### config.mk
export PLATFORM = sky130hd
export DESIGN_NAME = jdta_top
export DESIGN_NICKNAME = d
export VERILOG_FILES = /design/src/rtl/jdta_pkg.sv /design/src/rtl/jdta_tap.sv /design/src/rtl/jdta_top.sv
export SDC_FILE = /design/constraint.sdc
export NUM_CORES = 1
export LEC_CHECK = 0
export BUFFER_PORTS_ARGS = -buffer_cell sky130_fd_sc_hd__buf_4
export CAP_MARGIN = 30
export CORE_MARGIN = 1
export CORE_UTILIZATION = 30
export CTS_BUF_LIST = sky130_fd_sc_hd__clkbuf_8
export DETAILED_ROUTE_END_ITERATION = 7
export SLEW_MARGIN = 20
export SYNTH_ARGS = -nofsm -noshare
export SYNTH_HDL_FRONTEND = slang
export SYNTH_SLANG_ARGS = --single-unit
### constraint.sdc
create_clock -name sys_clk -period 2.5 [get_ports sys_clk]
set_input_delay 0.125 -clock sys_clk [delete_from_list [all_inputs] [get_ports sys_clk]]
set_output_delay 0.125 -clock sys_clk [all_outputs]
set_load 0.02 [all_outputs]
### src/rtl/jdta_pkg.sv
package jdta_pkg;

    // tap controller states, one-hot
    typedef enum logic [15:0] {
        ST_RESET = 16'h0001, ST_IDLE  = 16'h0002, ST_SELDR = 16'h0004, ST_CAPDR = 16'h0008,
        ST_SHDR  = 16'h0010, ST_EX1DR = 16'h0020, ST_PSDR  = 16'h0040, ST_EX2DR = 16'h0080,
        ST_UPDR  = 16'h0100, ST_SELIR = 16'h0200, ST_CAPIR = 16'h0400, ST_SHIR  = 16'h0800,
        ST_EX1IR = 16'h1000, ST_PSIR  = 16'h2000, ST_EX2IR = 16'h4000, ST_UPIR  = 16'h8000
    } jdta_state_t;

    // instruction codes, 4-bit instruction register
    localparam logic [3:0] IR_EXTEST   = 4'h0;
    localparam logic [3:0] IR_SAMPLE   = 4'h1;
    localparam logic [3:0] IR_DEVICE_IDENTIFICATION   = 4'h2;
    localparam logic [3:0] IR_USERCODE = 4'h3;
    localparam logic [3:0] IR_ACCESS   = 4'h4;
    localparam logic [3:0] IR_BYPASS   = 4'hf;
    localparam logic [3:0] IR_CAPTURE  = 4'h1;

    // data register lengths
    localparam logic [5:0] LEN_BYPASS = 6'h01;
    localparam logic [5:0] LEN_WORD   = 6'h20;
    localparam logic [5:0] LEN_BSR    = 6'h10;
    localparam int         IO_W       = 8;

    // identification word fields; values are arbitrary
    localparam logic [3:0]  ID_VERSION  = 4'h1;
    localparam logic [15:0] ID_PART     = 16'h00a5;
    localparam logic [10:0] ID_MAKER    = 11'h055;
    localparam logic [15:0] DIE_REVISION = 16'h0001;

    // security word bit positions
    localparam int SEC_TAP_OFF = 0;
    localparam int SEC_OTP_OFF = 13;
    localparam int SEC_DBG_OFF = 14;
    localparam int UID_LSB     = 22;

    // access word layout: write, target, address, data
    localparam int ACC_WR_BIT  = 31;
    localparam int ACC_TGT_LSB = 29;
    localparam int ACC_ADR_LSB = 16;
    localparam logic [1:0] TGT_TILE   = 2'h0;
    localparam logic [1:0] TGT_SWITCH = 2'h1;
    localparam logic [1:0] TGT_OTP    = 2'h2;

endpackage

### src/rtl/jdta_tap.sv
`timescale 1ns/100ps
module jdta_tap #(
    parameter logic [3:0] IR_RESET = 4'hf
) (
    input  wire logic        sys_clk,
    input  wire logic        nrst,
    input  wire logic        tap_rst,
    input  wire logic        tck_rise,
    input  wire logic        tck_fall,
    input  wire logic        tms,
    input  wire logic        tdi,
    input  wire logic [5:0]  dr_len,
    input  wire logic [31:0] dr_cap,
    output logic [3:0]       ir,
    output logic [31:0]      dr,
    output logic             upd_dr,
    output logic             in_reset,
    output logic             shifting,
    output logic             tdo
);
    jdta_pkg::jdta_state_t state_q, state_d;
    logic [3:0]  ir_q, ir_sr_q;
    logic [31:0] dr_q, dr_sh;
    logic        tdo_q;

    // next state of the standard tap walk
    always_comb begin
        unique case (state_q)
            jdta_pkg::ST_RESET: state_d = tms ? jdta_pkg::ST_RESET : jdta_pkg::ST_IDLE;
            jdta_pkg::ST_IDLE:  state_d = tms ? jdta_pkg::ST_SELDR : jdta_pkg::ST_IDLE;
            jdta_pkg::ST_SELDR: state_d = tms ? jdta_pkg::ST_SELIR : jdta_pkg::ST_CAPDR;
            jdta_pkg::ST_CAPDR: state_d = tms ? jdta_pkg::ST_EX1DR : jdta_pkg::ST_SHDR;
            jdta_pkg::ST_SHDR:  state_d = tms ? jdta_pkg::ST_EX1DR : jdta_pkg::ST_SHDR;
            jdta_pkg::ST_EX1DR: state_d = tms ? jdta_pkg::ST_UPDR  : jdta_pkg::ST_PSDR;
            jdta_pkg::ST_PSDR:  state_d = tms ? jdta_pkg::ST_EX2DR : jdta_pkg::ST_PSDR;
            jdta_pkg::ST_EX2DR: state_d = tms ? jdta_pkg::ST_UPDR  : jdta_pkg::ST_SHDR;
            jdta_pkg::ST_UPDR:  state_d = tms ? jdta_pkg::ST_SELDR : jdta_pkg::ST_IDLE;
            jdta_pkg::ST_SELIR: state_d = tms ? jdta_pkg::ST_RESET : jdta_pkg::ST_CAPIR;
            jdta_pkg::ST_CAPIR: state_d = tms ? jdta_pkg::ST_EX1IR : jdta_pkg::ST_SHIR;
            jdta_pkg::ST_SHIR:  state_d = tms ? jdta_pkg::ST_EX1IR : jdta_pkg::ST_SHIR;
            jdta_pkg::ST_EX1IR: state_d = tms ? jdta_pkg::ST_UPIR  : jdta_pkg::ST_PSIR;
            jdta_pkg::ST_PSIR:  state_d = tms ? jdta_pkg::ST_EX2IR : jdta_pkg::ST_PSIR;
            jdta_pkg::ST_EX2IR: state_d = tms ? jdta_pkg::ST_UPIR  : jdta_pkg::ST_SHIR;
            jdta_pkg::ST_UPIR:  state_d = tms ? jdta_pkg::ST_SELDR : jdta_pkg::ST_IDLE;
            default:            state_d = jdta_pkg::ST_RESET;
        endcase
    end

    // data shift with the serial input entering at bit len-1
    genvar i;
    generate
        for (i = 0; i < 32; i++) begin : g_sh
            if (i == 31) begin : g_top
                assign dr_sh[i] = (dr_len == 6'h20) ? tdi : 1'b0;
            end else begin : g_mid
                assign dr_sh[i] = (6'(i + 1) == dr_len) ? tdi :
                                  (6'(i + 1) < dr_len) ? dr_q[i + 1] : 1'b0;
            end
        end
    endgenerate

    // state walk on sampled tck rise, test reset overrides
    always_ff @(posedge sys_clk or negedge nrst) begin
        if (!nrst) begin
            state_q <= jdta_pkg::ST_RESET;
        end else if (tap_rst) begin
            state_q <= jdta_pkg::ST_RESET;
        end else if (tck_rise) begin
            state_q <= state_d;
        end
    end

    // capture and shift on tck rise, update and tdo on tck fall
    always_ff @(posedge sys_clk or negedge nrst) begin
        if (!nrst) begin
            ir_q    <= IR_RESET;
            ir_sr_q <= jdta_pkg::IR_CAPTURE;
            dr_q    <= 32'h0000_0000;
            tdo_q   <= 1'b0;
        end else if (state_q == jdta_pkg::ST_RESET) begin
            ir_q <= IR_RESET;
        end else begin
            if (tck_rise && state_q == jdta_pkg::ST_CAPIR) ir_sr_q <= jdta_pkg::IR_CAPTURE;
            if (tck_rise && state_q == jdta_pkg::ST_SHIR)  ir_sr_q <= {tdi, ir_sr_q[3:1]};
            if (tck_rise && state_q == jdta_pkg::ST_CAPDR) dr_q <= dr_cap;
            if (tck_rise && state_q == jdta_pkg::ST_SHDR)  dr_q <= dr_sh;
            if (tck_fall && state_q == jdta_pkg::ST_UPIR)  ir_q <= ir_sr_q;
            if (tck_fall) tdo_q <= (state_q == jdta_pkg::ST_SHIR) ? ir_sr_q[0] : dr_q[0];
        end
    end

    assign ir       = ir_q;
    assign dr       = dr_q;
    assign tdo      = tdo_q;
    assign upd_dr   = tck_fall && state_q == jdta_pkg::ST_UPDR;
    assign in_reset = state_q == jdta_pkg::ST_RESET;
    assign shifting = state_q == jdta_pkg::ST_SHDR || state_q == jdta_pkg::ST_SHIR;

endmodule

### src/rtl/jdta_top.sv
`timescale 1ns/100ps
// Functional notes
// - after reset the chain holds two taps: boundary-scan then chip tap
// - boundary-scan tap follows standard test access port and scans the io pins
// - chip tap reaches tile, switch and otp for code load and debug
// - test reset low holds both taps in test-logic-reset and the serial output disabled
// - debug pin as output floats until breakpoint, then drives low
// - debug pin as input: external low forces tile into debug mode
// - software enables select how the debug pin behaves
// - identification word: version, part, maker, bit 0 one, lsb first
// - user word: user identifier from security bits 31..22, unused, die revision
// - unprogrammed otp gives an all-zero user identifier
// - global reset is active low and asserts asynchronously
// - after reset release boot starts only once pll lock is seen
// - security bit 0 shuts test access to tile state and memory
// - security bit 13 blocks test reads and writes to otp
// - security bit 14 disables the debug pin entirely
module jdta_top (
    input  wire logic        sys_clk,
    input  wire logic        nrst,
    input  wire logic        tck,
    input  wire logic        tms,
    input  wire logic        tdi,
    input  wire logic        trst_n,
    output logic             tdo,
    output logic             tdo_oe,
    input  wire logic [31:0] sec_bits,
    input  wire logic        pll_locked,
    input  wire logic [1:0]  boot_mode,
    output logic             boot_start,
    output logic [1:0]       boot_mode_sel,
    input  wire logic [7:0]  io_pin_in,
    input  wire logic [7:0]  core_out,
    output logic [7:0]       io_pin_out,
    input  wire logic        dbg_out_en,
    input  wire logic        dbg_in_en,
    input  wire logic        at_breakpoint,
    input  wire logic        dbg_pin_in,
    output logic             dbg_pin_out,
    output logic             dbg_pin_oe,
    output logic             force_debug,
    output logic             acc_req,
    output logic             acc_wr,
    output logic [1:0]       acc_target,
    output logic [12:0]      acc_addr,
    output logic [15:0]      acc_wdata,
    input  wire logic [15:0] acc_rdata
);
    logic [1:0]  tck_s_q, tms_s_q, tdi_s_q, trst_s_q, dbg_s_q, lock_s_q;
    logic [7:0]  io_s1_q, io_s2_q;
    logic        tck_d_q;
    logic        tdo_q, tdo_oe_q, boot_q, dbg_oe_q, force_q;
    logic [1:0]  boot_sel_q;
    logic [7:0]  pin_out_q, bsr_upd_q;
    logic        acc_req_q, acc_wr_q, acc_blk_q, rd_pend_q;
    logic [1:0]  acc_tgt_q;
    logic [12:0] acc_adr_q;
    logic [15:0] acc_wd_q, rdata_q;

    // synchronisers: tck, tms, tdi, test reset, debug pin, pll lock, io pins
    // two-stage sync
    always_ff @(posedge sys_clk or negedge nrst) begin
        if (!nrst) begin
            tck_s_q  <= 2'h0;
            tms_s_q  <= 2'h3;
            tdi_s_q  <= 2'h0;
            trst_s_q <= 2'h0;
            dbg_s_q  <= 2'h3;
            lock_s_q <= 2'h0;
            io_s1_q  <= 8'h00;
            io_s2_q  <= 8'h00;
            tck_d_q  <= 1'b0;
        end else begin
            tck_s_q  <= {tck_s_q[0], tck};
            tms_s_q  <= {tms_s_q[0], tms};
            tdi_s_q  <= {tdi_s_q[0], tdi};
            trst_s_q <= {trst_s_q[0], trst_n};
            dbg_s_q  <= {dbg_s_q[0], dbg_pin_in};
            lock_s_q <= {lock_s_q[0], pll_locked};
            io_s1_q  <= io_pin_in;
            io_s2_q  <= io_s1_q;
            tck_d_q  <= tck_s_q[1];
        end
    end

    // edge detect and test reset on second-stage values, security bits decoded straight from sec_bits
    wire        tck_rise = tck_s_q[1] & ~tck_d_q;
    wire        tck_fall = ~tck_s_q[1] & tck_d_q;
    wire        tap_rst  = ~trst_s_q[1];
    wire        tap_off  = sec_bits[jdta_pkg::SEC_TAP_OFF];
    wire        otp_off  = sec_bits[jdta_pkg::SEC_OTP_OFF];
    wire        dbg_off  = sec_bits[jdta_pkg::SEC_DBG_OFF];
    wire [3:0]  bs_ir, cp_ir;
    wire [31:0] bs_dr, cp_dr;
    wire        bs_upd, cp_upd, bs_tlr, cp_tlr, cp_shift, bs_tdo, cp_tdo;

    // identification word, bit 0 fixed at one
    wire [31:0] id_word  = {jdta_pkg::ID_VERSION, jdta_pkg::ID_PART, jdta_pkg::ID_MAKER, 1'b1};
    // user identifier, unused field, die revision
    // zero uid when otp is blank
    wire [31:0] usr_word = {sec_bits[31:jdta_pkg::UID_LSB], 6'h00, jdta_pkg::DIE_REVISION};
    // boundary register: pin capture low, output cells high
    wire [31:0] bsr_cap  = {16'h0000, core_out, io_s2_q};
    wire        bs_bsr   = bs_ir == jdta_pkg::IR_EXTEST || bs_ir == jdta_pkg::IR_SAMPLE;
    wire        bs_word  = bs_ir == jdta_pkg::IR_DEVICE_IDENTIFICATION || bs_ir == jdta_pkg::IR_USERCODE;
    wire [5:0]  bs_len   = bs_bsr ? jdta_pkg::LEN_BSR : bs_word ? jdta_pkg::LEN_WORD : jdta_pkg::LEN_BYPASS;
    wire [31:0] bs_cap   = bs_bsr ? bsr_cap :
                           bs_ir == jdta_pkg::IR_DEVICE_IDENTIFICATION   ? id_word :
                           bs_ir == jdta_pkg::IR_USERCODE ? usr_word : 32'h0000_0000;
    wire        cp_acc   = cp_ir == jdta_pkg::IR_ACCESS;
    wire [5:0]  cp_len   = cp_acc ? jdta_pkg::LEN_WORD : jdta_pkg::LEN_BYPASS;
    wire [31:0] cp_cap   = cp_acc ? {acc_blk_q, 15'h0000, rdata_q} : 32'h0000_0000;
    wire [1:0]  new_tgt  = cp_dr[jdta_pkg::ACC_TGT_LSB +: 2];
    wire        blocked  = tap_off || (otp_off && new_tgt == jdta_pkg::TGT_OTP);
    wire        acc_go   = cp_upd && cp_acc;

    // boundary-scan tap first in chain, defaults to identification
    jdta_tap #(.IR_RESET(jdta_pkg::IR_DEVICE_IDENTIFICATION)) u_bs_tap (
        .sys_clk  (sys_clk),
        .nrst     (nrst),
        .tap_rst  (tap_rst),
        .tck_rise (tck_rise),
        .tck_fall (tck_fall),
        .tms      (tms_s_q[1]),
        .tdi      (tdi_s_q[1]),
        .dr_len   (bs_len),
        .dr_cap   (bs_cap),
        .ir       (bs_ir),
        .dr       (bs_dr),
        .upd_dr   (bs_upd),
        .in_reset (bs_tlr),
        .shifting (),
        .tdo      (bs_tdo)
    );

    // chip tap second in chain, reaches tile, switch and otp
    jdta_tap #(.IR_RESET(jdta_pkg::IR_BYPASS)) u_chip_tap (
        .sys_clk  (sys_clk),
        .nrst     (nrst),
        .tap_rst  (tap_rst),
        .tck_rise (tck_rise),
        .tck_fall (tck_fall),
        .tms      (tms_s_q[1]),
        .tdi      (bs_tdo),
        .dr_len   (cp_len),
        .dr_cap   (cp_cap),
        .ir       (cp_ir),
        .dr       (cp_dr),
        .upd_dr   (cp_upd),
        .in_reset (cp_tlr),
        .shifting (cp_shift),
        .tdo      (cp_tdo)
    );

    // serial out and its enable during shift states
    always_ff @(posedge sys_clk or negedge nrst) begin
        if (!nrst) begin
            tdo_q    <= 1'b0;
            tdo_oe_q <= 1'b0;
        end else begin
            tdo_q    <= cp_tdo;
            tdo_oe_q <= cp_shift && !tap_rst;
        end
    end

    // boundary update latch and pin drive under extest
    always_ff @(posedge sys_clk or negedge nrst) begin
        if (!nrst) begin
            bsr_upd_q <= 8'h00;
            pin_out_q <= 8'h00;
        end else begin
            if (bs_upd && bs_bsr) bsr_upd_q <= bs_dr[15:8];
            pin_out_q <= (bs_ir == jdta_pkg::IR_EXTEST) ? bsr_upd_q : core_out;
        end
    end

    // access request issued on chip tap data update
    always_ff @(posedge sys_clk or negedge nrst) begin
        if (!nrst) begin
            acc_req_q <= 1'b0;
            acc_wr_q  <= 1'b0;
            acc_tgt_q <= jdta_pkg::TGT_TILE;
            acc_adr_q <= 13'h0000;
            acc_wd_q  <= 16'h0000;
            acc_blk_q <= 1'b0;
            rd_pend_q <= 1'b0;
            rdata_q   <= 16'h0000;
        end else begin
            acc_req_q <= acc_go && !blocked;
            rd_pend_q <= acc_req_q && !acc_wr_q;
            if (acc_go) begin
                acc_wr_q  <= cp_dr[jdta_pkg::ACC_WR_BIT];
                acc_tgt_q <= new_tgt;
                acc_adr_q <= cp_dr[jdta_pkg::ACC_ADR_LSB +: 13];
                acc_wd_q  <= cp_dr[15:0];
                acc_blk_q <= blocked;
            end
            if (acc_go && blocked) begin
                rdata_q <= 16'h0000;
            end else if (rd_pend_q) begin
                rdata_q <= acc_rdata;
            end
        end
    end

    // debug pin: drive low at breakpoint, sense low to force debug
    always_ff @(posedge sys_clk or negedge nrst) begin
        if (!nrst) begin
            dbg_oe_q <= 1'b0;
            force_q  <= 1'b0;
        end else begin
            dbg_oe_q <= dbg_out_en && at_breakpoint && !dbg_off;
            force_q  <= dbg_in_en && !dbg_s_q[1] && !dbg_off;
        end
    end

    always_ff @(posedge sys_clk or negedge nrst) begin
        if (!nrst) begin
            boot_q     <= 1'b0;
            boot_sel_q <= 2'h0;
        end else if (!boot_q && lock_s_q[1]) begin
            boot_q     <= 1'b1;
            boot_sel_q <= boot_mode;
        end
    end

    assign tdo           = tdo_q;
    assign tdo_oe        = tdo_oe_q;
    assign io_pin_out    = pin_out_q;
    assign dbg_pin_out   = 1'b0;
    assign dbg_pin_oe    = dbg_oe_q;
    assign force_debug   = force_q;
    assign boot_start    = boot_q;
    assign boot_mode_sel = boot_sel_q;
    assign acc_req       = acc_req_q;
    assign acc_wr        = acc_wr_q;
    assign acc_target    = acc_tgt_q;
    assign acc_addr      = acc_adr_q;
    assign acc_wdata     = acc_wd_q;
endmodule

==> reports/qor.yml, run 1 <==
outcome:
  status: "complete, but fails checks"
  violations: "DRC"
floorplan:
  fp-row-count: 64
  die_w_microns: 180
  die_h_microns: 180
  io-pin-count: 126
  design.core.area_sq_um: 30800
  start_util: 0.308
  dieArea_sq_um: 32400
synth:
  syn_area_per_cell_sq_um: 11.6
  yosysSeqAreaShare: 0.574
  synth-async-reset-ratio: 1.00
  syn-num-nets: 892
  yosysTopAreaCell: "dfrtp_1"
  yosys_warnings: 0
  synthCells: 815
  synth_top_area_frac: 0.538
  synth.ff_latch_count: 217
  synth_ff_type: "dfrtp_1"
  syn_area_sq_um: 9490
  synth_cell_types: 69
  synth.area.top_cells: "dfrtp_1, mux2_2, mux2i_1"
  synth_edf_count: 0
sta:
  fmaxAchievable_mhz: 421
  rsz0062_at_grt: "no"
  tightest_slew_ps: 871
  max-slew-margin-rel: 0.419
  min_period_ps: 2370
  skew_ps: 19.0
  fin_tns_setup_ps: 0
  timing_hold_violations_final: 0
  final_max_slew_viol_count: 0
  finalCritPeriodShare: 0.950
  finalSetupViolations: 0
pwr:
  p_int_mw: 5.81
  report.power.total_mw: 7.59
  power.switching_mw: 1.79
  p_sw_frac: 0.235
  cellPowerDensity_nw_per_um2: 617
  pwr-share-clk: 0.462
  seq_power_share: 0.479
  p_comb_frac: 0.059
  p_leak_nw: 5.65
  vdd_drop_max_mv: 0.374
cts:
  tritoncts: "done"
  insertion_delay_ps: 530
  root_buffer: "clkbuf_8"
  htreeDepth: 2
  cts_buffer_depth: 3
  cts.reportedPaths.clkPinSlew_ps: 60
  numClockSinks: 217
  cts_made_buffers: 38
  post_cts_buffers: 0
global_route:
  antenna_found_initial: 0
  grt_pass1_wl_microns: 36800
  grtUsageTotal: 0.138
  overflow: 0
  grt_pass1_vias: 7031
  grt_max_degree: 64
place:
  io_buffers: 105
  routabilityCongestion: 0.850
  dp_hpwl_microns: 14500
worst_setup_path:
  crit_fanout: 9
  end_kind: "flip-flop"
  cp_data_required_time_ps: 2900
  cp-start-kind: "flip-flop"
  arrival_ps: 2770
  crit_type: "reg -> reg"
min_path:
  hold_class: "in -> reg"
finish:
  final_net_count: 1081
  area_growth_pct: 29.6
  antenna_cells: 0
  mostFrequentLayoutCell: "dfrtp_1"
  drive_gt1_frac: 0.295
  final_cell_mix: "dfrtp_1, buf_4, nand2_1"
drt:
  drcViolationCount: 12
  ant_nets: 0
  drtPass1Iterations: 8
  via_per_inst: 4.87
  wl_per_cell_microns: 15.6
  wirelength_microns: 22300
  first_iter_violations: 406
  vias: 6964
run:
  cap_violations: 0
[final cells by class]
type | instances | area, sq um
Inverter | 10 | 37.5
Timing Repair Buffer | 209 | 1780
Fill cell | 2921 | 18500
Sequential cell | 217 | 5450
Multi-Input combinational cell | 528 | 3710
Clock buffer | 46 | 633
Clock inverter | 24 | 194
Tap cell | 396 | 495
[layer usage]
| metal | part of all wire | global-route usage |
|---|---|---|
| met3 | 0.065 | 0.0379 |
| met2 | 0.45 | 0.217 |
| met4 | 0.020 | 0.0428 |
| met1 | 0.46 | 0.185 |
| met5 | 0 | 0 |
[cell families (layout without fill, tap and decap cells)]
| family | Yosys count | count (layout) | share of synthesized area |
|---|---|---|---|
| flip-flops | 217 | 217 | 0.574 |
| AO/OA/AOI/OAI | 159 | 159 | 0.118 |
| XOR/XNOR | 14 | 14 | 0.0129 |
| buffers and inverters | 70 | 289 | 0.0370 |
| AND/OR/NAND/NOR | 263 | 263 | 0.155 |
| multiplexers | 91 | 91 | 0.103 |
| other | 1 | 1 | 0.000395 |
[worst paths after layout]
path / end / slack [ps] / cells after the start / start
min in group asynchronous: boot_mode_sel[0]$_DFFE_PN0P_ / 130 / 2 / nrst
max in group asynchronous: u_bs_tap.dr[30]$_DFFE_PN0P_ / 1510 / 3 / nrst
hold / removal: acc_blk_q$_DFFE_PN0P_ / 70 / 5 / sec_bits[13]
hold reg to reg: tdi_s_q[1]$_DFF_PN0_ / 340 / 0 / tdi_s_q[0]$_DFF_PN0_
setup reg to reg: u_bs_tap.dr[24]$_DFFE_PN0P_ / 130 / 6 / u_bs_tap.state_q[9]$_DFFE_PN0P_
setup / recovery: u_bs_tap.dr[24]$_DFFE_PN0P_ / 130 / 6 / u_bs_tap.state_q[9]$_DFFE_PN0P_
[power by group through the flow]
stage	combinational [mW]	sequential [mW]	clock, mW
after floorplan	0.130	3.70	0
after global placement	0.380	3.70	0
after detailed placement	0.383	3.70	0
after CTS	0.452	3.64	3.62
after global routing	0.494	3.64	3.78
final	0.447	3.64	3.51
[worst max-delay path: stages, from the launching register on]
cell and delay [ps]:
dfrtp_1 420, or4_1 610, nor3_4 240, and4_1 340, nor3_2 140, a221oi_1 410
nor2_1 80
[state kept, by name (all words and copies together) (netlist names), 2 cells and up]
name / count
dbg_s_q: 2
tms_s_q: 2
acc_addr: 13
u_chip_tap.ir_sr_q: 4
acc_target: 2
u_chip_tap.dr: 32
u_bs_tap.ir: 4
tck_s_q: 2
bsr_upd_q: 8
u_bs_tap.dr: 32
tdi_s_q: 2
acc_wdata: 16
io_s2_q: 8
u_chip_tap.state_q: 16
u_bs_tap.ir_sr_q: 4
u_bs_tap.state_q: 16
rdata_q: 16
boot_mode_sel: 2
u_chip_tap.ir: 4
trst_s_q: 2
io_pin_out: 8
io_s1_q: 8
lock_s_q: 2
[stage by stage]
step	hold WS (ps)	worst slack (ps)	cell area, sq um	instances	util
finish	69.0	125	12300	1430	0.399
global route	92.5	6.15	12300	1430	0.399
CTS	54.2	148	12300	1430	0.398
detailed placement	124	185	10900	1305	0.354
global placement	115	182	10900	1305	0.354
floorplan	-171	262	9490	815	-
[Yosys cell counts (4+ instances only)]
cell and count:
a21oi_1 17, a221oi_1 9, a22o_1 32, a22oi_1 8, and2_1 4, and3_1 5
buf_2 19, buf_4 9, buf_6 4, clkbuf_1 25, dfrtp_1 204, dfstp_2 13
inv_1 10, mux2_2 50, mux2i_1 40, nand2_1 73, nand2b_1 4, nand3_1 20
nand3b_1 8, nand4_1 7, nand4b_1 6, nor2_1 64, nor2b_1 6, nor3_1 18
nor4_1 4, nor4_4 5, nor4b_1 5, o211ai_1 4, o21ai_0 42, o22a_1 7
o31ai_1 19, or4_1 4, xnor2_1 6, xor2_1 8
[repair_timing]
| item | 4_1_cts | 5_1_grt |
|---|---|---|
| gates resized for setup | 0 | 3 |
| hold buffers | 55 | 0 |
| endpoints found under the hold margin | 133 | 0 |
| setup endpoints to repair | 0 | 2 |
No activity file was read; power rests on OpenSTA's default activity.
==> inputs of run 2 (changes only) <==
Settings changed: CORE_ASPECT_RATIO set to 0.6, SYNTH_HIERARCHICAL set to 1.
==> reports/qor.yml, run 2 <==
outcome:
  status: "completed"
global_route:
  grt_pass1_vias: 9337
  grt_max_degree: 73
  grt_pass1_wl_microns: 51800
  antenna_found_initial: 0
  grtUsageTotal: 0.167
  overflow: 0
pwr:
  p_int_mw: 5.76
  pwr-share-clk: 0.450
  p_comb_frac: 0.078
  p_sw_frac: 0.250
  report.power.total_mw: 7.68
  p_leak_nw: 6.59
  cellPowerDensity_nw_per_um2: 530
  vdd_drop_max_mv: 0.261
  seq_power_share: 0.472
  power.switching_mw: 1.92
sta:
  final_max_slew_viol_count: 0
  max-slew-margin-rel: 0.479
  timing_hold_violations_final: 0
  min_period_ps: 2400
  finalCritPeriodShare: 0.961
  rsz0062_at_grt: "no"
  fmaxAchievable_mhz: 416
  skew_ps: 29.6
  finalSetupViolations: 0
  fin_tns_setup_ps: 0
  tightest_slew_ps: 776
finish:
  mostFrequentLayoutCell: "dfrtp_1"
  drive_gt1_frac: 0.232
  final_net_count: 1461
  antenna_cells: 0
  area_growth_pct: 26.7
  final_util: 0.392
  final_cell_mix: "dfrtp_1, buf_4, nand2_1"
worst_setup_path:
  arrival_ps: 2830
  max_stage_delay_ps: 580
  cp-start-kind: "flip-flop"
  end_kind: "flip-flop"
  startpoint: "u_chip_tap/state_q[8]$_DFFE_PN0P_"
  r2r_end: "u_chip_tap/dr[8]$_DFFE_PN0P_"
  slowest_stage: "or4_1"
  cp_data_required_time_ps: 2920
  crit_type: "reg -> reg"
  cp_cell_sequence: "or4_1, or4_4, nor2_4, nand3_4, buf_12, mux2_4"
  reg2reg_slack_ps: 100
  crit_fanout: 24
  r2r_cells: 6
  r2r_start: "u_chip_tap/state_q[8]$_DFFE_PN0P_"
cts:
  insertion_delay_ps: 560
  tritoncts: "done"
  cts.reportedPaths.clkPinSlew_ps: 70
  post_cts_buffers: 0
  cts_made_buffers: 37
  cts_buffer_depth: 3
  numClockSinks: 217
  root_buffer: "clkbuf_8"
  htreeDepth: 2
synth:
  syn_area_sq_um: 11400
  yosys_warnings: 6
  syn_area_per_cell_sq_um: 9.72
  synthCells: 1176
floorplan:
  design.core.area_sq_um: 37000
  fp-row-count: 54
  start_util: 0.309
  io-pin-count: 126
  die_w_microns: 254
  die_h_microns: 153
  dieArea_sq_um: 38900
run:
  cap_violations: 0
place:
  routabilityCongestion: 0.944
  io_buffers: 105
  dp_hpwl_microns: 22600
drt:
  vias: 9595
  via_per_inst: 5.01
  wirelength_microns: 31900
  ant_nets: 0
  drcViolationCount: 0
  wl_per_cell_microns: 16.6
  drtPass1Iterations: 7
  first_iter_violations: 712
min_path:
  hold_class: "in -> async"
run 2: worst max path at each step:
stage	depth (start not counted)	endpoint
2_1_floorplan	10	u_bs_tap/dr[16]$_DFFE_PN0P_
3_3_place_gp	6	u_chip_tap/dr[30]$_DFFE_PN0P_
3_5_place_dp	6	u_chip_tap/dr[30]$_DFFE_PN0P_
4_1_cts	6	u_chip_tap/dr[30]$_DFFE_PN0P_
5_1_grt	6	u_chip_tap/dr[8]$_DFFE_PN0P_
6_report	6	u_chip_tap/dr[8]$_DFFE_PN0P_
run 2: metrics by stage:
stage	setup WS [ps]	hold slack (ps)	instance area, sq um	cells
detailed placement	111	149	13100	1794
finish	96.5	144	14500	1916
global placement	151	149	13100	1794
global route	41.9	143	14500	1916
floorplan	112	-171	11600	1214
CTS	96.7	93.4	14500	1916
run 2: critical path, delay by kind of cell, from the launching register on:
family	cells	cell delay (ps)
buf+inv	1	190
simple gates	4	1410
mux	1	290
flops	1	370
run 2: power groups by stage:
stage          clock [mW]  sequential (mW)  combinational [mW]
5_1_grt              3.74             3.63               0.663
2_1_floorplan           0             3.69               0.240
3_5_place_dp            0             3.69               0.504
3_3_place_gp            0             3.69               0.499
4_1_cts              3.58             3.63               0.573
6_report             3.45             3.63               0.600
run 2: area by class of cell:
class / count / area [sq um]
well taps: 504 / 631
flip-flops and latches: 217 / 5450
repair buffers: 221 / 1960
fillers: 3675 / 22500
inverters: 23 / 86.3
clock buffers: 51 / 702
multi-input cells: 884 / 5570
clock inverters: 16 / 100
run 2: timing repair:
| item | 4_1_cts | 5_1_grt |
|---|---|---|
| setup endpoints to repair | 0 | 2 |
| hold buffers | 55 | 0 |
| endpoints found under the hold margin | 135 | 0 |
| gates resized for setup | 0 | 1 |
run 2: layer usage:
metal  vias to the layer above  global-route usage  part of all wire
li1                       4583                   -                 -
met1                      4642               0.256              0.51
met2                       318               0.220              0.39
met3                        52              0.0482             0.077
met4                         0              0.0482             0.023
met5                         -                   0                 0
